File: src/rtl/tcc_consts.svh
/*
  constants for the timer channel capture/compare block: register offsets,
  field positions, reset values and interrupt bit positions.
  assumes inclusion by bare name from the design modules and the sim files.
*/
`ifndef TCC_CONSTS_SVH
`define TCC_CONSTS_SVH

`define TCC_ADDR_W       3
`define TCC_OFS_SC       3'h0
`define TCC_OFS_VH       3'h1
`define TCC_OFS_VL       3'h2
`define TCC_OFS_IRQ_STAT 3'h3
`define TCC_OFS_IRQ_CLR  3'h4
`define TCC_OFS_IRQ_EN   3'h5
`define TCC_OFS_CNTRL    3'h6

`define TCC_SC_FLAG      7
`define TCC_SC_IE        6
`define TCC_SC_MSB       5
`define TCC_SC_MSA       4
`define TCC_SC_ELSB      3
`define TCC_SC_ELSA      2
`define TCC_CNTRL_CENTER_ALIGN_SELECT  0

`define TCC_SC_RESET     8'h00
`define TCC_VAL_RESET    16'h0000
`define TCC_IRQ_CAP      0
`define TCC_IRQ_MATCH    1
`define TCC_IRQ_BITS     2

`endif

File: src/rtl/tcc_pkg.sv
/*
  types for the timer channel capture/compare block.
  assumes nothing beyond the constants header.
*/
package tcc_pkg;
  // channel function decoded from the mode, edge/level and center-align bits
  typedef enum logic [2:0] {
    TCC_FN_OFF    = 3'b000,
    TCC_FN_CAP    = 3'b001,
    TCC_FN_CMP    = 3'b010,
    TCC_FN_EPWM   = 3'b011,
    TCC_FN_CPWM   = 3'b100
  } tcc_fn_t;
endpackage : tcc_pkg

File: src/rtl/tcc_pin_ctl.sv
/*
  pin action unit of the timer channel: edge detect on the input side and
  drive level on the output side.
  assumes the pin input is synchronous to clk and count steps are pulses.
*/
`timescale 1ns/100ps
`include "tcc_consts.svh"
module tcc_pin_ctl (
  input  wire logic            clk,
  input  wire logic            sys_rst,
  input  wire tcc_pkg::tcc_fn_t fn,
  input  wire logic [1:0]      els,
  input  wire logic            pin_in,
  input  wire logic            match,
  input  wire logic            count_up,
  input  wire logic            period_wrap,
  output logic                 cap_edge,
  output logic                 pin_out,
  output logic                 pin_oe
);
  typedef struct packed {
    logic prev;
    logic drv;
  } tcc_pin_st_t;

  tcc_pin_st_t st_reg;
  tcc_pin_st_t st_next;

  // edges are seen against the previous sample, kept in every function; a pin
  // that moved before capture was entered does not show as an edge
  always_comb begin
    st_next = st_reg;
    st_next.prev = pin_in;
    cap_edge = 1'b0;
    if (fn == tcc_pkg::TCC_FN_CAP) begin
      unique case (els)
        2'b01:   cap_edge = pin_in & ~st_reg.prev;
        2'b10:   cap_edge = ~pin_in & st_reg.prev;
        2'b11:   cap_edge = pin_in ^ st_reg.prev;
        default: cap_edge = 1'b0;
      endcase
    end
    unique case (fn)
      tcc_pkg::TCC_FN_CMP: begin
        if (match) begin
          unique case (els)
            2'b01:   st_next.drv = ~st_reg.drv;
            2'b10:   st_next.drv = 1'b0;
            2'b11:   st_next.drv = 1'b1;
            default: st_next.drv = st_reg.drv;
          endcase
        end
      end
      tcc_pkg::TCC_FN_EPWM, tcc_pkg::TCC_FN_CPWM: begin
        // period start drives the active level; a match ends it, in center mode only while counting up
        if (period_wrap) begin
          st_next.drv = ~els[0];
        end
        if (match && (fn == tcc_pkg::TCC_FN_EPWM || count_up)) begin
          st_next.drv = els[0];
        end
      end
      default: st_next.drv = st_reg.drv;
    endcase
  end

  // pin released in off and capture functions
  assign pin_oe  = (fn != tcc_pkg::TCC_FN_OFF) &&
                   (fn != tcc_pkg::TCC_FN_CAP);
  assign pin_out = st_reg.drv;

  always_ff @(posedge clk) begin
    if (sys_rst) begin
      st_reg <= '0;
    end else begin
      st_reg <= st_next;
    end
  end
endmodule : tcc_pin_ctl

File: src/rtl/tcc_channel.sv
/*
  timer channel capture/compare top: register port, value buffers,
  channel flag and interrupt status.
  assumes the counter, its step pulse, direction and wrap come from outside.
*/
`timescale 1ns/100ps
`include "tcc_consts.svh"
module tcc_channel #(
  parameter int CNT_W = 16
) (
  input  wire logic                   clk,
  input  wire logic                   sys_rst,
  input  wire logic [`TCC_ADDR_W-1:0] addr,
  input  wire logic [7:0]             wdata,
  input  wire logic                   wr_stb,
  input  wire logic                   rd_stb,
  output logic      [7:0]             rdata,
  input  wire logic [CNT_W-1:0]       counter,
  input  wire logic                   count_step,
  input  wire logic                   count_up,
  input  wire logic                   period_wrap,
  input  wire logic                   pin_in,
  output logic                        pin_out,
  output logic                        pin_oe,
  output logic                        irq
);
  typedef struct packed {
    logic [7:0]       sc;
    logic             center_align_select;
    logic [CNT_W-1:0] val;
    logic [CNT_W-1:0] rbuf;
    logic             rlatch;
    logic             rlatch_hi_first;
    logic [7:0]       wb_hi;
    logic [7:0]       wb_lo;
    logic             wb_hi_ok;
    logic             wb_lo_ok;
    logic             flag_armed;
    logic [`TCC_IRQ_BITS-1:0] istat;
    logic [`TCC_IRQ_BITS-1:0] ien;
    logic [7:0]       rdata;
  } tcc_st_t;

  tcc_st_t          st_reg;
  tcc_st_t          st_next;
  tcc_pkg::tcc_fn_t fn;
  logic             cap_edge;
  logic             match;
  logic             flag_evt;
  logic [1:0]       els;
  logic [1:0]       ms;

  assign els = st_reg.sc[`TCC_SC_ELSB:`TCC_SC_ELSA];
  assign ms  = st_reg.sc[`TCC_SC_MSB:`TCC_SC_MSA];

  // function decode; field 00 wins over every other setting
  always_comb begin
    if (els == 2'b00) begin
      fn = tcc_pkg::TCC_FN_OFF;
    end else if (st_reg.center_align_select) begin
      fn = tcc_pkg::TCC_FN_CPWM;
    end else if (ms == 2'b00) begin
      fn = tcc_pkg::TCC_FN_CAP;
    end else if (ms == 2'b01) begin
      fn = tcc_pkg::TCC_FN_CMP;
    end else begin
      fn = tcc_pkg::TCC_FN_EPWM;
    end
  end

  // software-only compare still matches even though els reads 00
  logic cmp_mode;
  assign cmp_mode = st_reg.center_align_select || (ms != 2'b00);
  assign match = count_step && cmp_mode &&
                 (counter == st_reg.val);

  tcc_pin_ctl u_pin (
    .clk         (clk),
    .sys_rst     (sys_rst),
    .fn          (fn),
    .els         (els),
    .pin_in      (pin_in),
    .match       (match),
    .count_up    (count_up),
    .period_wrap (period_wrap),
    .cap_edge    (cap_edge),
    .pin_out     (pin_out),
    .pin_oe      (pin_oe)
  );

  // flag sources: center PWM sets it on every match as well
  assign flag_evt = cap_edge | match;

  logic [CNT_W-1:0] rd_src;

  // frozen copy while latched, live value otherwise
  assign rd_src = st_reg.rlatch ? st_reg.rbuf : st_reg.val;

  always_comb begin
    st_next = st_reg;
    st_next.rdata = 8'h00;

    // capture loads the channel value directly
    if (fn == tcc_pkg::TCC_FN_CAP && cap_edge) begin
      st_next.val = counter;
    end

    // register writes
    if (wr_stb) begin
      unique case (addr)
        `TCC_OFS_SC: begin
          st_next.sc[`TCC_SC_IE:0] = wdata[`TCC_SC_IE:0];
          // writing 1 to the flag is ignored; 0 clears only when armed
          if (!wdata[`TCC_SC_FLAG] && st_reg.flag_armed) begin
            st_next.sc[`TCC_SC_FLAG] = 1'b0;
          end
          st_next.flag_armed = 1'b0;
          st_next.rlatch   = 1'b0;
          st_next.wb_hi_ok = 1'b0;
          st_next.wb_lo_ok = 1'b0;
        end
        `TCC_OFS_VH: begin
          if (fn != tcc_pkg::TCC_FN_CAP) begin
            st_next.wb_hi    = wdata;
            st_next.wb_hi_ok = 1'b1;
          end
        end
        `TCC_OFS_VL: begin
          if (fn != tcc_pkg::TCC_FN_CAP) begin
            st_next.wb_lo    = wdata;
            st_next.wb_lo_ok = 1'b1;
          end
        end
        `TCC_OFS_IRQ_CLR: begin
          st_next.istat = st_reg.istat & ~wdata[`TCC_IRQ_BITS-1:0];
        end
        `TCC_OFS_IRQ_EN: begin
          st_next.ien = wdata[`TCC_IRQ_BITS-1:0];
        end
        `TCC_OFS_CNTRL: begin
          st_next.center_align_select = wdata[`TCC_CNTRL_CENTER_ALIGN_SELECT];
        end
        default: begin
        end
      endcase
    end

    // both halves in: one-step transfer of the whole word
    if (st_next.wb_hi_ok && st_next.wb_lo_ok) begin
      st_next.val = {st_next.wb_hi, st_next.wb_lo};
      st_next.wb_hi_ok = 1'b0;
      st_next.wb_lo_ok = 1'b0;
    end

    // register reads, data one cycle later
    if (rd_stb) begin
      unique case (addr)
        `TCC_OFS_SC: begin
          st_next.rdata = st_reg.sc;
          if (st_reg.sc[`TCC_SC_FLAG]) begin
            st_next.flag_armed = 1'b1;
          end
        end
        `TCC_OFS_VH, `TCC_OFS_VL: begin
          st_next.rdata = (addr == `TCC_OFS_VH) ? rd_src[15:8]
                                                : rd_src[7:0];
          if (fn == tcc_pkg::TCC_FN_CAP) begin
            // first read freezes, read of the other byte releases;
            // a repeat read of the same byte keeps it frozen
            if (!st_reg.rlatch) begin
              st_next.rlatch = 1'b1;
              st_next.rbuf   = st_reg.val;
              st_next.rlatch_hi_first = (addr == `TCC_OFS_VH);
            end else if ((addr == `TCC_OFS_VH) !=
                         st_reg.rlatch_hi_first) begin
              st_next.rlatch = 1'b0;
            end
          end
        end
        `TCC_OFS_IRQ_STAT: st_next.rdata = {6'h00, st_reg.istat};
        `TCC_OFS_IRQ_EN:   st_next.rdata = {6'h00, st_reg.ien};
        `TCC_OFS_CNTRL:    st_next.rdata = {7'h00, st_reg.center_align_select};
        default:           st_next.rdata = 8'h00;
      endcase
    end

    // events last so a set beats a clear in the same cycle
    if (flag_evt) begin
      st_next.sc[`TCC_SC_FLAG] = 1'b1;
      st_next.flag_armed = 1'b0;
    end
    if (cap_edge) begin
      st_next.istat[`TCC_IRQ_CAP] = 1'b1;
    end
    if (match) begin
      st_next.istat[`TCC_IRQ_MATCH] = 1'b1;
    end
  end

  assign rdata = st_reg.rdata;
  // channel flag request or gated sticky status
  assign irq = (st_reg.sc[`TCC_SC_FLAG] & st_reg.sc[`TCC_SC_IE]) |
               (|(st_reg.istat & st_reg.ien));

  always_ff @(posedge clk) begin
    if (sys_rst) begin
      st_reg     <= '0;
      st_reg.sc  <= `TCC_SC_RESET;
      st_reg.val <= `TCC_VAL_RESET;
    end else begin
      st_reg <= st_next;
    end
  end
endmodule : tcc_channel

File: config.mk
export PLATFORM = sky130hd
export DESIGN_NAME = tcc_channel
export DESIGN_NICKNAME = d
export VERILOG_FILES = /design/src/rtl/tcc_pkg.sv /design/src/rtl/tcc_pin_ctl.sv /design/src/rtl/tcc_channel.sv
export VERILOG_INCLUDE_DIRS = /design/src /design/src/rtl
export SDC_FILE = /design/constraint.sdc
export NUM_CORES = 1
export LEC_CHECK = 0
export ABC_CLOCK_PERIOD_IN_PS = 3000
export BUFFER_PORTS_ARGS = -buffer_cell sky130_fd_sc_hd__buf_4
export CAP_MARGIN = 20
export CORE_MARGIN = 3
export CORE_UTILIZATION = 30
export CTS_CLUSTER_DIAMETER = 150
export CTS_CLUSTER_SIZE = 40
export DETAILED_ROUTE_END_ITERATION = 10
export HOLD_SLACK_MARGIN = 0.02
export MAX_ROUTING_LAYER = met4
export SLEW_MARGIN = 15
export SYNTH_ARGS = -nofsm -noshare
export SYNTH_HDL_FRONTEND = slang
export SYNTH_SLANG_ARGS = --single-unit
File: constraint.sdc
create_clock -name clk -period 3 [get_ports clk]
set_clock_uncertainty 0.1 [all_clocks]
set_input_delay 0.45 -clock clk [delete_from_list [all_inputs] [get_ports clk]]
set_output_delay 0.45 -clock clk [all_outputs]
set_load 0.01 [all_outputs]
* After elaboration in Yosys (flattened, before gate mapping)
Cells that the tools add are included.
** Storage, ports and cells
- Register bits :: 76
- Input port bits :: 35
- Output and inout port bits :: 11
- Word-level logic and storage cells :: 138
** Cells by class
- Eq/ne operators :: 20
- Multiplexer cells :: 46
- Bitwise logic cells :: 15
- Reductions and logical operators :: 39
** Operator list (number)
- 16-bit two-way mux :: 3
- 8-bit two-way mux :: 6
- 8-bit one-hot mux with 5 select lines :: 1
- 23-bit two-way mux :: 1
- 1-bit two-way mux :: 21
- 2-bit nonzero test :: 10
- 16-bit == test :: 1
- 3-bit by 2-bit == test with 1-bit output (second input constant) :: 4
- 3-bit == test (second input constant) :: 4
- 2-bit two-way mux :: 6
- 2-bit OR reduction :: 6
- 2-bit AND reduction :: 5
- 9-bit two-way mux :: 1
- 4-bit AND reduction :: 2
- 1-bit logical AND :: 7
- 3-bit by 1-bit == test with 1-bit output (second input constant) :: 2
- 3-bit two-way mux :: 2
- 1-bit inverter :: 6
- 1-bit one-hot mux with 2 select lines :: 3
- 1-bit one-hot mux with 3 select lines :: 2
- 3-bit AND reduction :: 2
- 2-bit bitwise AND :: 2
- 2-bit by 1-bit == test with 1-bit output (second input constant) :: 2
- 2-bit == test (second input constant) :: 2
- other kinds (14) :: 19

* Longest topological paths before layout
- Word-level depth :: 12
- Mapped depth :: 9
- Mapped depth without buffers :: 8

* Cells and area by module
From an unflattened synthesis, not the netlist that was laid out.
** Unflattened totals
- Cells, all modules :: 506
- Area, all modules :: 4310.4 um^2
** By module, submodules not included
- tcc_channel :: times used 1, cells an instance 470, area an instance 4023.9 um^2, seq. area each 1481.4 um^2
- tcc_pin_ctl :: times used 1, cells an instance 36, area an instance 286.5 um^2, seq. area each 40.0 um^2

* Worst setup path after synthesis
No wires, ideal clock.
- Path type :: register to register
- Start :: register st_reg, in the netlist els[0]
- End :: register st_reg[59] (netlist name)
- Arrival time :: 2007 ps
- Slack :: 806 ps
- Cell stages (with the launch flop) :: 9
- Path buffers :: 1
- Cells stage by stage :: dfxtp_1 -> inv_1 -> ha_1 -> o41ai_4 -> nand2b_1 -> a31oi_1 -> a31oi_2 -> buf_2 -> o31ai_1
** Between the ends
- Cells in the longest elaborated chain, start to end :: 8
- Elaborated cells on any way between the ends :: 20
- Those cells by class :: 5 x eq/ne; 11 x mux; 4 x reduce/logical
** RTL lines
- start, declared :: line tcc_channel.sv:44 : tcc_st_t st_reg;
- start signal, assigned :: line tcc_channel.sv:211 : st_reg <= st_next;
- 2-bit logical NOT :: line tcc_channel.sv:58 : if (els == 2'b00) begin
- 3-bit two-way mux :: line tcc_channel.sv:58
- 3-bit by 1-bit != test with 1-bit output :: line tcc_channel.sv:123, tcc_channel.sv:129
- 1-bit two-way mux, on equally long branches :: line tcc_channel.sv:123, tcc_channel.sv:129
- 1-bit one-hot mux with 2 select lines :: line tcc_channel.sv:110 : unique case (addr)
- 23-bit two-way mux :: line tcc_channel.sv:109 : if (wr_stb) begin
- 1-bit logical AND :: line tcc_channel.sv:149 : if (st_next.wb_hi_ok && st_next.wb_lo_ok) begin
- 16-bit two-way mux / 2-bit nonzero test (equally long branches)
Parallel ways exist; a longest one is shown, timed or not. The select of a mux whose other input is x is not followed.
A chain may end at the register's enable or synchronous reset.

* Worst setup path after layout
Same ends and word-level chain as after synthesis.

==> flow_summary.json <==
{
  "port_buffers": 45,
  "vdd_ir_drop_max_mv": 0.246,
  "synth_top_area_share_pct": 41.6,
  "pre_cts_ws_ns": 0.440,
  "area_growth_pct": 19.5,
  "numCtsBuffers": 9,
  "regArea_mm2": 0.00152,
  "power_leakage_uw": 0.00156,
  "critPathBufInv": 2,
  "overflow": 0,
  "drc": 0,
  "post_cts_resized": 0,
  "finalSetupViolCount": 0,
  "first_pass_iters": 4,
  "hp-class": "in2reg",
  "setup_ws_ns": 0.410,
  "final_antenna_net_count": 0,
  "use_met1_pct": 20.2,
  "synth_seq_cells": 76,
  "reg2regPathDepth": 7,
  "fillerInstances": 1192,
  "antenna-diode-count": 0,
  "drv_slew": 0,
  "clock_sinks": 76,
  "tritoncts": "built",
  "cp_slowest_cell": "nor4_1",
  "synthTopCellsByArea": "dfxtp_1 42%, mux2i_1 14%, nand2_1 7.6%",
  "hold_path_end": "u_pin.st_reg[1]",
  "gp_congestion": 0.843,
  "critPathMaxStageDelay_ns": 0.52,
  "synth-edff-count": 0,
  "htreeDepth": 3,
  "placed_area_mm2": 0.00407,
  "grt.total_usage_pct": 15.3,
  "wl_per_cell_um": 16.1,
  "timing.rr.end": "st_reg[59]",
  "num_vias": 3027,
  "grt_start_max_net_pins": 70,
  "setup_tns_ns": 0,
  "fp.coreArea_mm2": 0.0117,
  "drtIter0Drc": 270,
  "cts_root_buffer": "clkbuf_16",
  "grt_pass1_vias": 2921,
  "cp_top_family": "simple AND/OR/NAND/NOR gates",
  "max-cap-violations": 0,
  "worst_slew_pin_slew_ns": 0.812,
  "grt_pass1_wl_um": 15300,
  "routed_wl_um": 9660,
  "dieArea_mm2": 0.0136,
  "cp-start-kind": "register",
  "max_freq_mhz": 386,
  "multi_input_area_mm2": 0.00194,
  "syn_inst": 424,
  "nets": 494,
  "antenna_found_initial": 0,
  "synth.distinct_cells": 42,
  "final_common_cell": "dfxtp_1",
  "drive_gt1_share_pct": 16.2,
  "end_kind": "register",
  "clock_path_buffers": 2,
  "die_x_um": 116,
  "rsz0062_at_grt": "false",
  "arrival_ns": 2.68,
  "cp_max_fo": 16,
  "async_flop_share_pct": 0,
  "cts_setup_buffers": 0,
  "critPathRequiredTime_ns": 3.10,
  "finalHoldViolCount": 0,
  "reg2reg_setup_slack_ns": 0.41,
  "rows": 39,
  "fin_util_pct": 37.5,
  "slew-limit-headroom_pct": 45.8,
  "r2r_start": "els[0]",
  "finalCriticalPeriod_ns": 2.59,
  "gr-usage-met3_pct": 3.83,
  "min_from": "pin_in",
  "power_uw": 2280,
  "path_class": "reg2reg",
  "seq_area_frac_synth_pct": 41.6,
  "busiest_layer": "met2",
  "vias_per_cell": 5.04,
  "final_area_mm2": 0.00437,
  "initial_core_util_pct": 31.4,
  "io_pins": 46,
  "ys.flop_type": "dfxtp_1",
  "syn_nets": 465,
  "synth_area_leader_cell": "dfxtp_1",
  "dp_hpwl_um": 6990,
  "use_met2_pct": 23.1,
  "final_cell_mix": "76 x dfxtp_1, 74 x nand2_1, 51 x mux2i_1",
  "synth_warnings": 0,
  "hold_path_depth": 3,
  "syn_area_mm2": 0.00366,
  "p_per_area_mw_per_mm2": 522,
  "status": "finished, final reports clean",
  "crit_cells": 7,
  "synth_area_per_cell_um2": 8.63,
  "die_h_um": 116,
  "largest_register_ffs": 62,
  "clkTransAtPathRegs_ns": 0.06,
  "crit_chain": "inv_1, ha_1, nor4_1, nor2b_2, buf_12, mux2i_1, o31ai_1",
  "fin_crit_sh_pct": 86.3,
  "clk_latency_ns": 0.34,
  "ctsHoldBuffers": 0
}
-- report_power, final --
group          leakage (uW)  internal [uW]  total (uW)  switching (uW)
Sequential         0.000613           1020        1030            9.17
Combinational      0.000800           61.9         152            90.4
Clock              0.000149            686        1100             415
-- cell usage after synthesis (all sizes together) (5+ instances only) --
cell type / instances
o21ai: 8
o22ai: 5
ha: 6
nand2: 74
dfxtp: 76
nor3: 6
inv: 9
nor2: 44
nand3: 5
clkbuf: 14
o31ai: 17
a21oi: 38
xor2: 16
buf: 19
mux2i: 51
nor4: 5
-- layer usage --
metal	routed length [um]	vias up	part of all wire, %
met5	0	-	0
met4	55	0	0.57
met3	702	6	7.3
met2	4460	85	46
met1	4440	1420	46
li1	-	1516	-
-- tightest hold or removal path: stages --
cell and delay [ns]:
buf_4 0.09, inv_1 0.04, nor2_1 0.09
-- per-stage QoR --
step           std cells  hold WS [ns]
2_1_floorplan        424         0.332
3_3_place_gp         585         0.339
3_5_place_dp         585         0.345
4_1_cts              601         0.270
5_1_grt              601         0.288
6_report             601         0.271
-- cell type report --
class                           count  area share [%]
Multi-Input combinational cell    306            44.3
Tap cell                          143            4.09
Inverter                            9           0.773
Sequential cell                    76            34.8
Clock buffer                       12            5.87
Timing Repair Buffer               51            9.04
Clock inverter                      4            1.09
-- worst max-delay path by stage --
stage,startpoint,endpoint,slack (ns)
finish,els[0],st_reg[59],0.41
global route,els[0],st_reg[60],0.21
CTS,els[0],st_reg[59],0.41
detailed placement,els[0],st_reg[59],0.44
global placement,els[0],st_reg[60],0.50
floorplan,els[0],st_reg[59],0.81
-- logic make-up after synthesis --
| group | synth area share [%] |
|---|---|
| compound gates | 14.3 |
| simple gates | 18.0 |
| xor+xnor | 4.31 |
| fa+ha+maj | 2.05 |
| flops | 41.6 |
| mux | 14.3 |
| buf+inv | 5.47 |
No activity file was read; power rests on OpenSTA's default activity.
